===== src/hw/cfg_status_pkg.sv =====
// shared constants and types for the configuration status, base and power capability bank
package cfg_status_pkg;

    localparam int CLK_PERIOD_NS = 10;
    localparam int SCL_HALF_NS = 5000;
    localparam int SCL_HALF_CYC = (SCL_HALF_NS + CLK_PERIOD_NS - 1) / CLK_PERIOD_NS;
    localparam logic [9:0] SCL_HALF_LAST = 10'(SCL_HALF_CYC - 1);

    // configuration dword byte addresses
    localparam logic [7:0] OFS_STATUS = 8'h04;
    localparam logic [7:0] OFS_BASE = 8'h10;
    localparam logic [7:0] OFS_POWER = 8'h40;

    // status word layout (bits of the 16-bit status half)
    localparam int N_FLAGS = 6;
    localparam logic [N_FLAGS-1:0][3:0] FLAG_BIT = {4'hF, 4'hE, 4'hD, 4'hC, 4'hB, 4'h8};
    localparam int DEVSEL_LSB = 9;
    localparam logic [1:0] DEVSEL_MEDIUM = 2'h1;
    localparam int HALF_LSB = 16;

    // base address layout
    localparam int BASE_LSB = 12;
    localparam int BASE_W = 20;
    localparam logic [31:0] BASE_RO_BITS = 32'h0000_0000;

    // power capability layout (bits of the 16-bit capability half)
    localparam logic [2:0] PWR_VERSION = 3'h2;
    localparam logic [2:0] PWR_FIXED_5_3 = 3'h0;
    localparam int AUX_LSB = 6;
    localparam int SLEEP_LSB = 9;
    localparam logic [1:0] SLEEP_SUPPORT = 2'h3;
    localparam int WAKE_LSB = 11;
    localparam logic [3:0] WAKE_STATE_MASK = 4'hF;
    localparam int COLD_BIT = 15;
    localparam logic [2:0] AUX_RESET = 3'h0;
    localparam logic COLD_RESET = 1'b0;

    // serial rom: control byte of a current-address read, byte layout of loaded value
    localparam logic [7:0] ROM_READ_CTRL = 8'hA1;
    localparam int ROM_COLD_BIT = 7;

    typedef struct packed {
        logic det_parity_error;
        logic sig_system_error;
        logic rcv_master_abort;
        logic rcv_target_abort;
        logic sig_target_abort;
        logic perr_as_master;
    } status_event_type;

    typedef struct packed {
        logic rd;
        logic wr;
        logic [7:0] addr;
        logic [3:0] be;
        logic [31:0] wdata;
    } cfg_req_type;

    typedef struct packed {
        logic cold_wake;
        logic [2:0] aux_current;
    } loaded_caps_type;

endpackage : cfg_status_pkg


===== src/hw/cfg_status_bank.sv =====
// configuration status flags, operational window base and power capability word
`timescale 1ns/10ps
`default_nettype none
module cfg_status_bank
    import cfg_status_pkg::*;
(
    input wire logic CLK_SYS,
    input wire logic RESET_N,
    input wire cfg_req_type CFG_REQ,
    input wire status_event_type STATUS_EVENTS,
    input wire logic PARITY_RESP_EN,
    input wire logic ID_OVERRIDE_PERMIT,
    input wire logic ROM_PRESENT,
    input wire logic SROM_SDA_IN,
    output logic [31:0] CFG_RDATA,
    output logic CFG_ACK,
    output logic CFG_READY,
    output logic [BASE_W-1:0] OP_WINDOW_BASE,
    output logic SROM_SCL,
    output logic SROM_SDA_OUT,
    output logic SROM_SDA_OE
);
    function automatic logic hit(input logic [7:0] addr, input logic [7:0] ofs);
        hit = (addr[7:2] == ofs[7:2]);
    endfunction : hit

    logic busy;
    logic load;
    loaded_caps_type caps;
    logic take_rd, take_wr;
    logic [N_FLAGS-1:0] flag_set, flag_clr, flag;
    logic [15:0] status_word, power_word;
    logic [BASE_W-1:0] base_q, base_d;
    logic [2:0] aux_q, aux_d;
    logic cold_q, cold_d;
    logic [31:0] rdata_q, rdata_d;
    logic ack_q, ack_d;
    logic ready_q, ready_d;
    logic [31:0] base_word;

    rom_loader u_loader (
        .clk(CLK_SYS),
        .rst_n(RESET_N),
        .rom_present(ROM_PRESENT),
        .sda_in(SROM_SDA_IN),
        .scl(SROM_SCL),
        .sda_out(SROM_SDA_OUT),
        .sda_oe(SROM_SDA_OE),
        .busy(busy),
        .load(load),
        .caps(caps)
    );

    assign take_rd = CFG_REQ.rd & ~busy;
    assign take_wr = CFG_REQ.wr & ~busy;

    assign flag_set = {
        STATUS_EVENTS.det_parity_error,
        STATUS_EVENTS.sig_system_error,
        STATUS_EVENTS.rcv_master_abort,
        STATUS_EVENTS.rcv_target_abort,
        STATUS_EVENTS.sig_target_abort,
        STATUS_EVENTS.perr_as_master & PARITY_RESP_EN
    };

    genvar gi;
    generate
        for (gi = 0; gi < N_FLAGS; gi++) begin : g_flag
            // all error bits live in the top byte lane
            assign flag_clr[gi] = take_wr & hit(CFG_REQ.addr, OFS_STATUS) & CFG_REQ.be[3]
                & CFG_REQ.wdata[HALF_LSB + int'(FLAG_BIT[gi])];
            sticky_flag u_flag (
                .clk(CLK_SYS),
                .rst_n(RESET_N),
                .set(flag_set[gi]),
                .clr(flag_clr[gi]),
                .q(flag[gi])
            );
        end
    endgenerate

    always_comb begin
        status_word = 16'h0000;
        status_word[DEVSEL_LSB +: 2] = DEVSEL_MEDIUM;
        for (int i = 0; i < N_FLAGS; i++) begin
            status_word[FLAG_BIT[i]] = flag[i];
        end
    end

    assign base_word = {base_q, BASE_RO_BITS[BASE_LSB-1:0]};

    always_comb begin
        power_word = 16'h0000;
        power_word[2:0] = PWR_VERSION;
        power_word[5:3] = PWR_FIXED_5_3;
        power_word[AUX_LSB +: 3] = cold_q ? aux_q : 3'h0;
        power_word[SLEEP_LSB +: 2] = SLEEP_SUPPORT;
        power_word[WAKE_LSB +: 4] = WAKE_STATE_MASK;
        power_word[COLD_BIT] = cold_q;
    end

    always_comb begin
        base_d = base_q;
        aux_d = aux_q;
        cold_d = cold_q;
        if (take_wr && hit(CFG_REQ.addr, OFS_BASE)) begin
            if (CFG_REQ.be[1]) begin
                base_d[3:0] = CFG_REQ.wdata[15:12];
            end
            if (CFG_REQ.be[2]) begin
                base_d[11:4] = CFG_REQ.wdata[23:16];
            end
            if (CFG_REQ.be[3]) begin
                base_d[19:12] = CFG_REQ.wdata[31:24];
            end
        end
        if (take_wr && hit(CFG_REQ.addr, OFS_POWER) && ID_OVERRIDE_PERMIT) begin
            if (CFG_REQ.be[2]) begin
                aux_d[1:0] = CFG_REQ.wdata[HALF_LSB + AUX_LSB +: 2];
            end
            if (CFG_REQ.be[3]) begin
                aux_d[2] = CFG_REQ.wdata[HALF_LSB + AUX_LSB + 2];
                cold_d = CFG_REQ.wdata[HALF_LSB + COLD_BIT];
            end
        end
        if (load) begin
            aux_d = caps.aux_current;
            cold_d = caps.cold_wake;
        end
    end

    always_comb begin
        rdata_d = rdata_q;
        ack_d = take_rd | take_wr;
        ready_d = ~busy;
        if (take_rd) begin
            // unmapped dwords and the out-of-bank low halves read zero
            rdata_d = 32'h0000_0000;
            if (hit(CFG_REQ.addr, OFS_STATUS)) begin
                rdata_d = {status_word, 16'h0000};
            end else if (hit(CFG_REQ.addr, OFS_BASE)) begin
                rdata_d = base_word;
            end else if (hit(CFG_REQ.addr, OFS_POWER)) begin
                rdata_d = {power_word, 16'h0000};
            end
        end
    end

    always_ff @(posedge CLK_SYS or negedge RESET_N) begin
        if (!RESET_N) begin
            base_q <= 20'h0_0000;
            aux_q <= AUX_RESET;
            cold_q <= COLD_RESET;
            rdata_q <= 32'h0000_0000;
            ack_q <= 1'b0;
            ready_q <= 1'b0;
        end else begin
            base_q <= base_d;
            aux_q <= aux_d;
            cold_q <= cold_d;
            rdata_q <= rdata_d;
            ack_q <= ack_d;
            ready_q <= ready_d;
        end
    end

    assign CFG_RDATA = rdata_q;
    assign CFG_ACK = ack_q;
    assign CFG_READY = ready_q;
    assign OP_WINDOW_BASE = base_q;

    AST_PERR_SET: assert property (@(posedge CLK_SYS) disable iff (!RESET_N)
        STATUS_EVENTS.perr_as_master && PARITY_RESP_EN |=> flag[0])
        else $error("master parity flag not set");

    AST_PERR_GATED: assert property (@(posedge CLK_SYS) disable iff (!RESET_N)
        !flag[0] && !PARITY_RESP_EN |=> !flag[0])
        else $error("master parity flag set while response disabled");

    AST_DEVSEL_READ: assert property (@(posedge CLK_SYS) disable iff (!RESET_N)
        take_rd && hit(CFG_REQ.addr, OFS_STATUS) |=> CFG_ACK && CFG_RDATA[26:25] == 2'h1)
        else $error("select timing field wrong");

    AST_ABORT_FLAGS: assert property (@(posedge CLK_SYS) disable iff (!RESET_N)
        STATUS_EVENTS.sig_target_abort || STATUS_EVENTS.rcv_target_abort
        || STATUS_EVENTS.rcv_master_abort || STATUS_EVENTS.sig_system_error
        |=> (flag[4:1] | ~$past({STATUS_EVENTS.sig_system_error, STATUS_EVENTS.rcv_master_abort,
            STATUS_EVENTS.rcv_target_abort, STATUS_EVENTS.sig_target_abort})) == 4'hF)
        else $error("abort or system error flag not set");

    AST_PARITY_ANY: assert property (@(posedge CLK_SYS) disable iff (!RESET_N)
        STATUS_EVENTS.det_parity_error |=> flag[5] ##1 (flag[5] || $past(flag_clr[5])))
        else $error("detected parity flag not set");

    AST_W1C_ZERO_KEEPS: assert property (@(posedge CLK_SYS) disable iff (!RESET_N)
        flag[4] && take_wr && hit(CFG_REQ.addr, OFS_STATUS) && !CFG_REQ.wdata[30] |=> flag[4])
        else $error("zero write cleared a flag");

    AST_W1C_ONE_CLEARS: assert property (@(posedge CLK_SYS) disable iff (!RESET_N)
        take_wr && hit(CFG_REQ.addr, OFS_STATUS) && CFG_REQ.be[3] && CFG_REQ.wdata[28]
        && !STATUS_EVENTS.rcv_target_abort |=> !flag[2])
        else $error("one write did not clear flag");

    AST_BASE_LOW_ZERO: assert property (@(posedge CLK_SYS) disable iff (!RESET_N)
        take_rd && hit(CFG_REQ.addr, OFS_BASE) |=> CFG_RDATA[11:0] == 12'h000)
        else $error("base low bits not zero");

    AST_BASE_WRITE: assert property (@(posedge CLK_SYS) disable iff (!RESET_N)
        take_wr && hit(CFG_REQ.addr, OFS_BASE) && CFG_REQ.be == 4'hF
        |=> OP_WINDOW_BASE == $past(CFG_REQ.wdata[31:12]) && !load)
        else $error("base did not take write");

    AST_POWER_FIXED: assert property (@(posedge CLK_SYS) disable iff (!RESET_N)
        take_rd && hit(CFG_REQ.addr, OFS_POWER)
        |=> CFG_RDATA[21:16] == 6'h02 && CFG_RDATA[30:25] == 6'h3F)
        else $error("fixed capability bits wrong");

    AST_AUX_ZERO: assert property (@(posedge CLK_SYS) disable iff (!RESET_N)
        take_rd && hit(CFG_REQ.addr, OFS_POWER) && !cold_q
        |=> CFG_RDATA[24:22] == 3'h0 && !CFG_RDATA[31])
        else $error("aux current not zero without cold wake");

    AST_LOCKED_WRITE: assert property (@(posedge CLK_SYS) disable iff (!RESET_N)
        take_wr && hit(CFG_REQ.addr, OFS_POWER) && !ID_OVERRIDE_PERMIT && !load
        |=> $stable(aux_q) && $stable(cold_q))
        else $error("locked capability field changed");

    AST_BUSY_REFUSE: assert property (@(posedge CLK_SYS) disable iff (!RESET_N)
        busy |=> !CFG_ACK && !CFG_READY)
        else $error("access taken during rom load");

endmodule : cfg_status_bank
`default_nettype wire


===== src/hw/sticky_flag.sv =====
// one hardware-set, write-one-to-clear status flag
`timescale 1ns/10ps
`default_nettype none
module sticky_flag
    import cfg_status_pkg::*;
(
    input wire logic clk,
    input wire logic rst_n,
    input wire logic set,
    input wire logic clr,
    output logic q
);
    logic flag_q;
    logic flag_d;

    always_comb begin
        flag_d = flag_q;
        if (clr) begin
            flag_d = 1'b0;
        end
        // a set in the clearing cycle wins
        if (set) begin
            flag_d = 1'b1;
        end
    end

    always_ff @(posedge clk or negedge rst_n) begin
        if (!rst_n) begin
            flag_q <= 1'b0;
        end else begin
            flag_q <= flag_d;
        end
    end

    assign q = flag_q;

    AST_SET_WINS: assert property (@(posedge clk) disable iff (!rst_n)
        set |=> flag_q)
        else $error("flag lost a set event");

endmodule : sticky_flag
`default_nettype wire


===== src/hw/rom_loader.sv =====
// two-wire serial rom reader that fetches the loader-writable capability fields
`timescale 1ns/10ps
`default_nettype none
module rom_loader
    import cfg_status_pkg::*;
(
    input wire logic clk,
    input wire logic rst_n,
    input wire logic rom_present,
    input wire logic sda_in,
    output logic scl,
    output logic sda_out,
    output logic sda_oe,
    output logic busy,
    output logic load,
    output loaded_caps_type caps
);
    typedef enum logic [2:0] {
        L_IDLE, L_START, L_ADDR, L_AACK, L_DATA, L_NACK, L_STOP, L_DONE
    } ld_state_type;

    ld_state_type st_q, st_d;
    logic [9:0] div_q, div_d;
    logic [2:0] bit_q, bit_d;
    logic [7:0] sh_q, sh_d;
    logic scl_q, scl_d, oe_q, oe_d, busy_q, busy_d, load_q, load_d, ok_q, ok_d;
    logic tick;

    assign tick = (div_q == SCL_HALF_LAST);

    always_comb begin
        st_d = st_q;
        bit_d = bit_q;
        sh_d = sh_q;
        scl_d = scl_q;
        oe_d = oe_q;
        busy_d = busy_q;
        load_d = 1'b0;
        ok_d = ok_q;
        div_d = tick ? 10'h000 : 10'(div_q + 10'h001);
        unique case (st_q)
            L_IDLE: begin
                if (rom_present) begin
                    oe_d = 1'b1;
                    st_d = L_START;
                end else begin
                    busy_d = 1'b0;
                    st_d = L_DONE;
                end
            end
            L_START: if (tick) begin
                scl_d = 1'b0;
                oe_d = ~ROM_READ_CTRL[7];
                bit_d = 3'h7;
                st_d = L_ADDR;
            end
            L_ADDR: if (tick) begin
                scl_d = ~scl_q;
                if (scl_q) begin
                    if (bit_q == 3'h0) begin
                        oe_d = 1'b0;
                        st_d = L_AACK;
                    end else begin
                        bit_d = 3'(bit_q - 3'h1);
                        oe_d = ~ROM_READ_CTRL[3'(bit_q - 3'h1)];
                    end
                end
            end
            L_AACK: if (tick) begin
                scl_d = ~scl_q;
                if (scl_q) begin
                    ok_d = ~sda_in;
                    bit_d = 3'h7;
                    oe_d = sda_in;
                    st_d = sda_in ? L_STOP : L_DATA;
                end
            end
            L_DATA: if (tick) begin
                scl_d = ~scl_q;
                if (scl_q) begin
                    sh_d = {sh_q[6:0], sda_in};
                    if (bit_q == 3'h0) begin
                        st_d = L_NACK;
                    end else begin
                        bit_d = 3'(bit_q - 3'h1);
                    end
                end
            end
            L_NACK: if (tick) begin
                scl_d = ~scl_q;
                if (scl_q) begin
                    oe_d = 1'b1;
                    st_d = L_STOP;
                end
            end
            L_STOP: if (tick) begin
                if (!scl_q) begin
                    scl_d = 1'b1;
                end else begin
                    oe_d = 1'b0;
                    busy_d = 1'b0;
                    load_d = ok_q;
                    st_d = L_DONE;
                end
            end
            L_DONE: begin
                st_d = L_DONE;
            end
        endcase
    end

    always_ff @(posedge clk or negedge rst_n) begin
        if (!rst_n) begin
            st_q <= L_IDLE;
            div_q <= 10'h000;
            bit_q <= 3'h0;
            sh_q <= 8'h00;
            scl_q <= 1'b1;
            oe_q <= 1'b0;
            busy_q <= 1'b1;
            load_q <= 1'b0;
            ok_q <= 1'b0;
        end else begin
            st_q <= st_d;
            div_q <= div_d;
            bit_q <= bit_d;
            sh_q <= sh_d;
            scl_q <= scl_d;
            oe_q <= oe_d;
            busy_q <= busy_d;
            load_q <= load_d;
            ok_q <= ok_d;
        end
    end

    assign scl = scl_q;
    assign sda_oe = oe_q;
    assign sda_out = 1'b0;
    assign busy = busy_q;
    assign load = load_q;
    assign caps = '{cold_wake: sh_q[ROM_COLD_BIT], aux_current: sh_q[2:0]};

endmodule : rom_loader
`default_nettype wire


===== config.mk =====
export PLATFORM = sky130hd
export DESIGN_NAME = cfg_status_bank
export DESIGN_NICKNAME = d
export VERILOG_FILES = /design/src/hw/cfg_status_pkg.sv /design/src/hw/cfg_status_bank.sv /design/src/hw/sticky_flag.sv /design/src/hw/rom_loader.sv
export SDC_FILE = /design/constraint.sdc
export NUM_CORES = 1
export LEC_CHECK = 0
export BUFFER_PORTS_ARGS = -buffer_cell sky130_fd_sc_hd__clkbuf_2
export CAP_MARGIN = 10
export CORE_ASPECT_RATIO = 0.6
export CORE_MARGIN = 2
export CORE_UTILIZATION = 55
export CTS_CLUSTER_DIAMETER = 30
export DETAILED_ROUTE_END_ITERATION = 6
export GPL_TIMING_DRIVEN = 0
export PLACE_DENSITY = 0.85
export SETUP_SLACK_MARGIN = 0.3
export SKIP_LAST_GASP = 1
export SLEW_MARGIN = 10
export SYNTH_ARGS = -nofsm -noshare
export SYNTH_HDL_FRONTEND = slang
export SYNTH_SLANG_ARGS = --single-unit

===== constraint.sdc =====
create_clock -name CLK_SYS -period 6 [get_ports CLK_SYS]
set_clock_uncertainty 0.1 [all_clocks]
set_input_delay 0 -clock CLK_SYS [delete_from_list [all_inputs] [get_ports CLK_SYS]]
set_output_delay 0 -clock CLK_SYS [all_outputs]
set_load 0.005 [all_outputs]

==> results.md, run 1 <==
- Crit path kind: flop to flop
- Max-slew headroom: 63.3%
- Ranking of synthesized cells by area: dfrtp_1 (52%), mux2_2 (8.6%), buf_4 (3.0%)
- Synth Flop Type: dfrtp_1
- Worst skew pair latency: between 0.3 and 0.4 ns
- Register area share after synthesis: a little over half
- Crit-path cells: ha_1, nor4b_4, nand4_2, a311oi_1, mux2_2
- Commonest cells post-synth: dfrtp_1 (79), mux2_2 (29), nand2_1 (28)
- Clock-pin slew on the worst setup and hold paths: 0.06 ns
- Pleak: 2.51 nW
- Mean post-synth cell area: 11.4 µm²
- Placed insts: 518
- Final ANT Viol Nets: 0
- Final Non-Filler Cells: 571
- Most common cell in the netlist: dfrtp_1
- Gpl congestion: slightly above 0.9
- Synthesis warning total: 0
- Worst EP required: 6.13 ns
- # port buffers: 86
- Clock Tree Root: clkbuf_16
- Synthesized cell area: 3800 µm²
- P per Cell Area: between 200 and 250 nW/µm²
- CTS tree: yes
- DR WL/cell: 18.0 µm
- Arrival @ worst endpoint: 2.30 ns
- Top-area cell type share of the netlist area: 52.0%
- Vias: 3206
- Pin count of the biggest net entering global routing: 60
- Clock tree buffer depth: 2
- First-pass GRT wire length: between 15 and 20 mm
- Core box area: between 6000 and 7000 µm²
- Post-CTS sizing: 0
- Critical Path End Type: flop
- CP max FO: 10
- DIE AREA: 7610 µm²
- Initial Util: roughly 57%
- Gate Count Post-Synth: ~330
- Vias/cell: 5.61
- I/O pin cnt: 115
- Max Cap Viol: 0
- Height of the die: 68.4 µm
- Area leader, netlist: dfrtp_1
- CTS Sinks: 81
- Post-route DRC violation count: 0
- Dpl cell area: 4410 µm²
- Grt ovf: 0
- CTS buffer count: 9
- EDFF count, synth: 0
- DR iter-0 viols: 269
- Fmax: 461 MHz
- Layout cells sized above 1: about 34%
- Fin nets: 541
- CP Launch Type: flop
- Worst vdd ir: 0.000211 V
- Final TNS setup: 0 ns
- Pre-antenna DRT Iters: 5
- Minimum clock period: around 2.2 ns
- Finish-stage setup viols: 0
- FP Rows: 23
- H-tree lvl count: 3
- # diodes: 0
- Status: complete, no violations
- Yosys reg bits: 81
- Vias in the first global route: 3286
- Area Growth Syn to Fin: 33.8%
- GRT Total Usage: around 29%
- Hold WC Path Type: input port to flop
- Final Util: 76.1%
- Least-Margin Pin Slew: about 0.55 ns
- Netlist cell types: 57
- Die width: 111 µm
- Async SR Flop Fraction: 100%
- Final Cycle Share: 36.2%
- RSZ-0062 raised after global routing: no
- Final hold vios: 0
- Routed wire length: 10.3 mm
- Initial antenna violation count: 0
- Critical-path top delay cell: dfrtp_1
- Final instance area: 5080 µm²
- DP HPWL: 6.65 mm
- Fin. max-slew vios: 0
- CP peak stage delay: about 0.39 ns
==> final cells by class <==
type                            count  area, µm²
Sequential cell                    81       2030
Buffer                             26        166
Tap cell                           87        109
Multi-Input combinational cell    230       1620
Clock buffer                       11        243
Timing Repair Buffer              124        831
Clock inverter                      5       55.1
Fill cell                         414       1590
Inverter                            7       26.3
==> kinds of logic (layout without fill, tap and decap cells) <==
group                      Yosys count  in the layout  share of synthesized area [%]
muxes                               35             35                           10.2
other                                1             13                         0.0987
and+or+nand+nor                    100            100                           15.8
xor gates and xnor gates             7              7                           1.61
AOI/OAI and AO/OA                   71             71                           12.5
adders and majority gates            4              4                           1.32
buffers and inverters               33            173                           5.07
DFF                                 81             81                           53.4
==> power breakdown <==
| group | switching, mW | internal [mW] | leakage, nW |
|---|---|---|---|
| Clock | 0.218 | 0.332 | 0.142 |
| Combinational | 0.0298 | 0.0336 | 1.33 |
| Sequential | 0.000675 | 0.547 | 1.04 |
==> metrics by stage <==
| stage | total power [mW] | hold WS (ns) | worst slack [ns] |
|---|---|---|---|
| floorplan | 0.572 | -0.396 | 4.11 |
| global placement | 0.600 | 0.0803 | 3.91 |
| detailed placement | 0.603 | -0.146 | 3.87 |
| CTS | 1.17 | 0.00735 | 3.87 |
| global route | 1.20 | 0.0132 | 3.70 |
| finish | 1.16 | 0.0213 | 3.83 |
==> path summary, 6_finish.rpt <==
path | from | end | slack, ns | cells past startpoint
max | u_loader.div_q[0]$_DFF_PN0_ | u_loader.sda_oe$_DFFE_PN0P_ | 3.83 | 5
min | CFG_REQ[42] | CFG_RDATA[12]$_DFFE_PN0P_ | 0.02 | 3
max reg2reg | u_loader.div_q[0]$_DFF_PN0_ | u_loader.sda_oe$_DFFE_PN0P_ | 3.83 | 5
min reg2reg | CFG_RDATA[29]$_DFFE_PN0P_ | CFG_RDATA[29]$_DFFE_PN0P_ | 0.38 | 2
min in group asynchronous | RESET_N | CFG_RDATA[14]$_DFFE_PN0P_ | 0.05 | 2
max in group asynchronous | RESET_N | u_loader.busy$_DFFE_PN1P_ | 5.11 | 3
==> sequential cells by signal, summed over array words and instances (netlist names) <==
| name | flops |
|---|---|
| aux_q | 3 |
| CFG_ACK | 1 |
| u_loader.load | 1 |
| u_loader.sda_oe | 1 |
| u_loader.ok_q | 1 |
| OP_WINDOW_BASE | 20 |
| u_loader.sh_q | 8 |
| u_loader.div_q | 10 |
| u_loader.scl | 1 |
| u_loader.bit_q | 3 |
| CFG_RDATA | 20 |
| cold_q | 1 |
| CFG_READY | 1 |
| u_loader.busy | 1 |
| g_flag.u_flag.q | 6 |
| u_loader.st_q | 3 |
==> worst max-delay path: cells and delay by family, from the launching register on <==
family,cells,cell delay [ns]
and+or+nand+nor,2,0.63
DFF,1,0.39
muxes,1,0.37
AOI/OAI and AO/OA,1,0.32
adders and majority gates,1,0.24
==> cells in the final DEF (no fill, tap or decap), types with 4 or more instances in the layout <==
cell type,n
buf_2,4
mux2i_1,6
mux2_2,29
conb_1,13
nand3_1,7
nor2b_1,6
o31ai_1,7
dfrtp_1,79
nor2_1,18
clkbuf_16,9
a21oi_1,13
buf_4,15
nand2_1,28
clkbuf_1,7
a22o_1,10
dlygate4sd3_1,37
a21o_1,5
nand2b_1,5
clkbuf_2,85
o21ai_0,18
xnor2_1,4
ha_1,4
nand4_1,7
inv_1,7
==> metal layers <==
layer	global-route usage [%]	wire, µm	share of wire, %	vias up
met5	0	0	0	-
met4	12.3	329	3.2	0
met3	8.24	835	8.1	29
met2	50.2	4910	48	160
met1	35.5	4190	41	1550
li1	-	-	-	1467
==> repair_timing <==
item,4_1_cts,5_1_grt
endpoints found under the setup margin,0,0
hold buffers,37,0
hold endpoints to repair,115,0
buffers inserted,0,0
No activity file was read; power rests on OpenSTA's default activity.
==> run 2, diff against run 1 <==
- CORE_UTILIZATION: 55 -> 51
- PLACE_DENSITY: 0.85 -> 0.79
- clock period: 6 -> 2 ns (I/O delays scaled with it)
==> results.md, run 2 (same netlist as run 1, synthesis figures left out) <==
- Status: complete, no violations
- Minimum clock period: 1.90 ns (-0.270 ns)
- Seq pwr share: 46.6% (-0.6 points)
- Arrival @ worst endpoint: 2.02 ns (-0.28 ns)
- Met2 usage: 37.3% (-13 points)
- Worst EP required: 2.12 ns (-4.01 ns)
- Routed wire length: 9.36 mm (-8.8%)
- Internal Pwr Total: 2.78 mW (+200%)
- Pleak: 2.62 nW (+4.5%)
- Placed insts: 535 (+3.3%)
- Final Cycle Share: 95.0% (+59 points)
- Height of the die: 70.9 µm (+3.6%)
- Clock Tree Root: clkbuf_16
- Highest-count cells in the layout ignoring fill and taps: clkbuf_2 (87), dfrtp_1 (79), dlygate4sd3_1 (32)
- Final ANT Viol Nets: 0 (unchanged)
- Least-Margin Pin Slew: 0.502 ns (-0.0485 ns)
- GRT Max-Usage Layer: met2
- Worst flop-to-flop path endpoint: u_loader.sh_q[3]$_DFFE_PN0P_
- Final instance area: 5370 µm² (+5.6%)
- Die width: 115 µm (+3.7%)
- Grt ovf: 0 (unchanged)
- Worst skew pair latency: 0.34 ns (about the same)
- Final Non-Filler Cells: 596 (+4.4%)
- CTS Sinks: 81 (unchanged)
- First-pass GRT wire length: 15.4 mm (-7.1%)
- Gpl congestion: 0.843 (-7.6%)
- Fin. max-slew vios: 0 (unchanged)
- Hold depth: 3 (unchanged)
- Dpl cell area: 4480 µm² (+1.6%)
- Switch share: 21.2% (-0.21 points)
- Min-delay src: CFG_REQ[42]
- Post-route DRC violation count: 0 (unchanged)
- GRT Total Usage: 24.7% (-4.4 points)
- Vias/cell: 5.23 (-6.8%)
- RSZ-0062 raised after global routing: yes
- DR iter-0 viols: 236 (-12%)
- Comb pwr share: 5.3% (-0.2 points)
- Clock share of power: 48.1% (+0.7 points)
- Worst Hold End: CFG_RDATA[12]$_DFFE_PN0P_
- Reg2reg start: u_loader.div_q[0]$_DFF_PN0_
- Max Cap Viol: 0 (unchanged)
- Hold WC Path Type: input port to flop
- FP Rows: 24 (+4.3%)
- Clock tree buffer depth: 2 (unchanged)
- FF+latch area: 2030 µm² (unchanged)
- DP HPWL: 6.25 mm (-6.0%)
- Final Util: 74.1% (-2.0 points)
- Clock-pin slew on the worst setup and hold paths: 0.06 ns (about the same)
- CP Launch Type: flop
- Critical Path End Type: flop
- DR WL/cell: 15.7 µm (-13%)
- Commonest non-fill, non-tap cell in the layout: clkbuf_2
- Finish-stage setup viols: 0 (unchanged)
- Vias: 3120 (-2.7%)
- # diodes: 0 (unchanged)
- Psw: 747 µW (+200%)
- Global Route met1 Usage: 34.6% (-0.83 points)
- Initial Util: 52.5% (-4.4 points)
- Area Growth Syn to Fin: 41.2%
- Crit path kind: flop to flop
- H-tree lvl count: 3 (unchanged)
- Pin count of the biggest net entering global routing: 56 (-6.7%)
- Final hold vios: 0 (unchanged)
- Fillers: 496 (+20%)
- Fin nets: 549 (+1.5%)
- # port buffers: 86 (unchanged)
- Max-slew headroom: 66.2% (+2.9 points)
- Met3 Use GR: 7.46% (-0.78 points)
- Fmax: 526 MHz (+14%)
- I/O pin cnt: 115 (unchanged)
- Area of the multi-input gates: 1800 µm² (+11%)
- Vias in the first global route: 3012 (-8.3%)
- CTS tree: yes
- CTS buffer count: 9 (unchanged)
- Reg2reg setup slack: 0.1 ns (-3.73 ns)
- CP max FO: 8 (-2)
- Core box area: 7240 µm² (+8.4%)
- Layout cells sized above 1: 41.7% (+8.0 points)
- FF-to-FF path depth: 7 (+2)
- Pre-antenna DRT Iters: 4 (-1)
- DIE AREA: 8180 µm² (+7.5%)
- Initial antenna violation count: 0 (unchanged)
- Worst vdd ir: 0.000561 V (+170%)
- P per Cell Area: 657 nW/µm² (+190%)
run 2: cell types whose count changed in the layout (fill, tap and decap cells not counted), moves of 3 or more:
cell           before  now
a21oi_2             0    3
a21oi_1            13   10
ha_1                4    1
buf_4              15   22
ha_4                0    3
nor2_1             18   14
o21ai_0            18   13
clkbuf_1            7    3
dlygate4sd3_1      37   32
buf_6               1    5
run 2: worst max-delay path: stages, from the launching register on:
cell and delay, ns:
dfrtp_1 0.39, ha_4 0.15, nor4b_4 0.17, buf_4 0.18
and3_4 0.18, buf_6 0.10, nand4_4 0.15, mux2_4 0.35
run 2: worst max-delay path by stage:
stage	endpoint	from	slack (ns)
5_1_grt	u_loader.sda_oe$_DFFE_PN0P_	u_loader.st_q[2]$_DFFE_PN0P_	0.03
3_5_place_dp	u_loader.sda_oe$_DFFE_PN0P_	u_loader.div_q[0]$_DFF_PN0_	-0.05
3_3_place_gp	u_loader.sda_oe$_DFFE_PN0P_	u_loader.div_q[0]$_DFF_PN0_	-0.04
4_1_cts	u_loader.sh_q[3]$_DFFE_PN0P_	u_loader.div_q[0]$_DFF_PN0_	0.12
2_1_floorplan	u_loader.sda_oe$_DFFE_PN0P_	u_loader.div_q[0]$_DFF_PN0_	0.13
6_report	u_loader.sh_q[3]$_DFFE_PN0P_	u_loader.div_q[0]$_DFF_PN0_	0.1
run 2: metal layers:
metal	vias up	share of wire (%)
li1	1496	-
met1	1516	46
met2	99	47
met3	9	6.1
met4	0	0.93
met5	-	0
run 2: stage by stage:
step	total power [mW]	hold slack (ns)	setup slack, ns	setup TNS, ns
final	3.53	0.0180	0.0992	0
after floorplan	1.72	-0.396	0.131	0
after global routing	3.64	0.0178	0.0349	0
after detailed placement	1.81	-0.120	-0.0534	-0.0640
after global placement	1.80	0.0820	-0.0382	-0.0382
after CTS	3.54	0.0162	0.119	0
run 2: final cells by class:
class	count	share of cell area (%)
multi-input cells	230	33.5
clock buffers	12	4.78
inverters	7	0.490
repair buffers	132	16.5
flip-flops and latches	81	37.8
well taps	104	2.43
plain buffers	26	3.45
clock inverters	4	0.956
run 2: power by group through the flow:
stage / Combinational (mW) / Clock (mW) / Sequential [mW]
floorplan: 0.0412 / 0 / 1.67
global placement: 0.127 / 0 / 1.67
detailed placement: 0.138 / 0 / 1.67
CTS: 0.188 / 1.71 / 1.64
global route: 0.207 / 1.79 / 1.64
finish: 0.187 / 1.69 / 1.64
run 2: repair_timing:
| item | CTS | global route |
|---|---|---|
| setup buffers | 11 | 1 |
| endpoints found under the setup margin | 44 | 35 |
| gates resized for setup | 22 | 22 |
| hold buffers | 32 | 0 |
| gates cloned | 1 | 0 |
| hold endpoints to repair | 114 | 0 |
| pin swaps | 8 | 6 |
==> run 3, diff against run 2 <==
- CORE_UTILIZATION: 51 -> 55
- PLACE_DENSITY: 0.79 -> 0.85
- clock period: 2 -> 2.4 ns (I/O delays scaled with it)
==> results.md, run 3 (same netlist as run 1, synthesis figures left out) <==
- Status: complete, no violations
- Post-Place Worst Slack: 0.269 ns (+0.322 ns)
- GRT Total Usage: 28.8% (+4.1 points)
- Clock share of power: 47.5% (-0.6 points)
- Gpl congestion: 0.912 (+8.2%)
- Worst skew pair latency: 0.34 ns (about the same)
- DR WL/cell: 17.9 µm (+14%)
- Least-Margin Pin Slew: 0.542 ns (+0.0401 ns)
- Crit path kind: flop to flop
- Clock tree buffer depth: 2 (unchanged)
- Die width: 111 µm (-3.6%)
- Max-slew headroom: 63.8% (-2.4 points)
- Final hold vios: 0 (unchanged)
- Worst setup margin: 0.347 ns (+0.248 ns)
- CTS Sinks: 81 (unchanged)
- Fillers: 403 (-19%)
- H-tree lvl count: 3 (unchanged)
- DP HPWL: 6.65 mm (+6.4%)
- Height of the die: 68.4 µm (-3.5%)
- Max Cap Viol: 0 (unchanged)
- CP Launch Type: flop
- DR iter-0 viols: 290 (+23%)
- # port buffers: 86 (unchanged)
- CTS tree: yes
- Final Cycle Share: 85.6% (-9.5 points)
- P per Cell Area: 565 nW/µm² (-14%)
- Critical Path End Type: flop
- Comb pwr share: 5.5% (+0.2 points)
- Clock-pin slew on the worst setup and hold paths: 0.06 ns (about the same)
- Internal Pwr Total: 2.28 mW (-18%)
- FF+latch area: 2030 µm² (unchanged)
- Grt ovf: 0 (unchanged)
- RSZ-0062 raised after global routing: yes
- Final ANT Viol Nets: 0 (unchanged)
- Clock Tree Root: clkbuf_16
- Vias/cell: 5.60 (+6.9%)
- Worst vdd ir: 0.000524 V (-6.6%)
- Arrival @ worst endpoint: 2.18 ns (+0.16 ns)
- Switch share: 21.5% (+0.32 points)
- Seq pwr share: 47.1% (+0.5 points)
- Initial antenna violation count: 0 (unchanged)
- I/O pin cnt: 115 (unchanged)
- Routed wire length: 10.3 mm (+9.9%)
- Vias: 3223 (+3.3%)
- Pleak: 2.56 nW (-2.5%)
- Psw: 626 µW (-16%)
- Vias in the first global route: 3274 (+8.7%)
- # diodes: 0 (unchanged)
- Core box area: 6680 µm² (-7.7%)
- FP Rows: 23 (-4.2%)
- Fin. max-slew vios: 0 (unchanged)
- Finish-stage setup viols: 0 (unchanged)
- CP max FO: 6 (-2)
- CTS buffer count: 9 (unchanged)
- Area of the multi-input gates: 1650 µm² (-8.3%)
- Pin count of the biggest net entering global routing: 60 (+7.1%)
- Area Growth Syn to Fin: 35.4%
- Layout cells sized above 1: 36.4% (-5.3 points)
- Initial Util: 56.9% (+4.4 points)
- Hold WC Path Type: input port to flop
- DIE AREA: 7610 µm² (-6.9%)
- First-pass GRT wire length: 16.4 mm (+6.7%)
- Fin nets: 546 (-0.55%)
- Fmax: 487 MHz (-7.4%)
- Final Util: 77.1% (+2.9 points)
- Final TNS setup: 0 ns (unchanged)
- Minimum clock period: 2.05 ns (+0.152 ns)
- Pre-antenna DRT Iters: 5 (+1)
- Worst EP required: 2.52 ns (+0.40 ns)
- Post-route DRC violation count: 0 (unchanged)
- Highest-count cells in the layout ignoring fill and taps: clkbuf_2 (87), dfrtp_1 (79), dlygate4sd3_1 (34)
- Commonest non-fill, non-tap cell in the layout: clkbuf_2
==> run 3: cell count changes in the layout (fill, tap and decap cells not counted), moves of 3 or more <==
cell,change
a21oi_1,+3
a21oi_2,-3
buf_6,-3
ha_4,-3
nor2_1,+3
o21ai_0,+3
==> run 3: what timing repair did <==
action	4_1_cts	5_1_grt
setup endpoints to repair	1	27
resized for setup	1	13
buffers inserted	1	7
hold buffers	35	1
pin swaps	0	3
endpoints found under the hold margin	115	1
==> run 3: area by class of cell <==
| class | count | area share (%) |
|---|---|---|
| Buffer | 26 | 3.28 |
| Clock buffer | 11 | 4.72 |
| Clock inverter | 5 | 1.07 |
| Inverter | 7 | 0.511 |
| Multi-Input combinational cell | 230 | 32.1 |
| Sequential cell | 81 | 39.4 |
| Tap cell | 87 | 2.12 |
| Timing Repair Buffer | 129 | 16.8 |
==> run 3: power by group through the flow <==
stage | logic, mW | clock network (mW) | registers [mW]
2_1_floorplan | 0.0344 | 0 | 1.39
3_3_place_gp | 0.105 | 0 | 1.39
3_5_place_dp | 0.114 | 0 | 1.39
4_1_cts | 0.154 | 1.39 | 1.37
5_1_grt | 0.175 | 1.46 | 1.37
6_report | 0.159 | 1.38 | 1.37
==> run 3: critical path, cell delays in order (launching register included) <==
cell,delay [ns]
dfrtp_1,0.38
ha_2,0.22
nor4b_4,0.22
buf_4,0.18
nand4_4,0.16
a311oi_2,0.35
mux2_4,0.32
==> run 3: final timing paths <==
check	cells past startpoint	start	to	slack [ns]
max in group asynchronous	3	RESET_N	u_loader.busy$_DFFE_PN1P_	1.51
min	3	CFG_REQ[42]	CFG_RDATA[12]$_DFFE_PN0P_	0.01
min reg2reg	1	g_flag[3].u_flag.q$_DFFE_PN0P_	g_flag[3].u_flag.q$_DFFE_PN0P_	0.39
min in group asynchronous	2	RESET_N	CFG_RDATA[14]$_DFFE_PN0P_	0.05
max reg2reg	6	u_loader.div_q[1]$_DFF_PN0_	u_loader.sda_oe$_DFFE_PN0P_	0.35
max	6	u_loader.div_q[1]$_DFF_PN0_	u_loader.sda_oe$_DFFE_PN0P_	0.35
==> run 3: metrics by stage <==
| step | total power, mW | cell area, µm² | hold slack [ns] | std cells |
|---|---|---|---|---|
| floorplan | 1.43 | 3840 | -0.396 | 344 |
| global placement | 1.50 | 4380 | 0.0803 | 517 |
| detailed placement | 1.51 | 4410 | -0.146 | 518 |
| CTS | 2.92 | 5080 | 0.00735 | 570 |
| global route | 3.01 | 5150 | 0.0133 | 576 |
| finish | 2.91 | 5150 | 0.0147 | 576 |
==> run 3: metal layers <==
| layer | wire length [µm] | track usage (%) | vias to the layer above | part of all wire [%] |
|---|---|---|---|---|
| li1 | - | - | 1482 | - |
| met1 | 4370 | 35.6 | 1564 | 42 |
| met2 | 5000 | 49.7 | 154 | 49 |
| met3 | 652 | 7.44 | 23 | 6.3 |
| met4 | 274 | 11.9 | 0 | 2.7 |
| met5 | 0 | 0 | - | 0 |
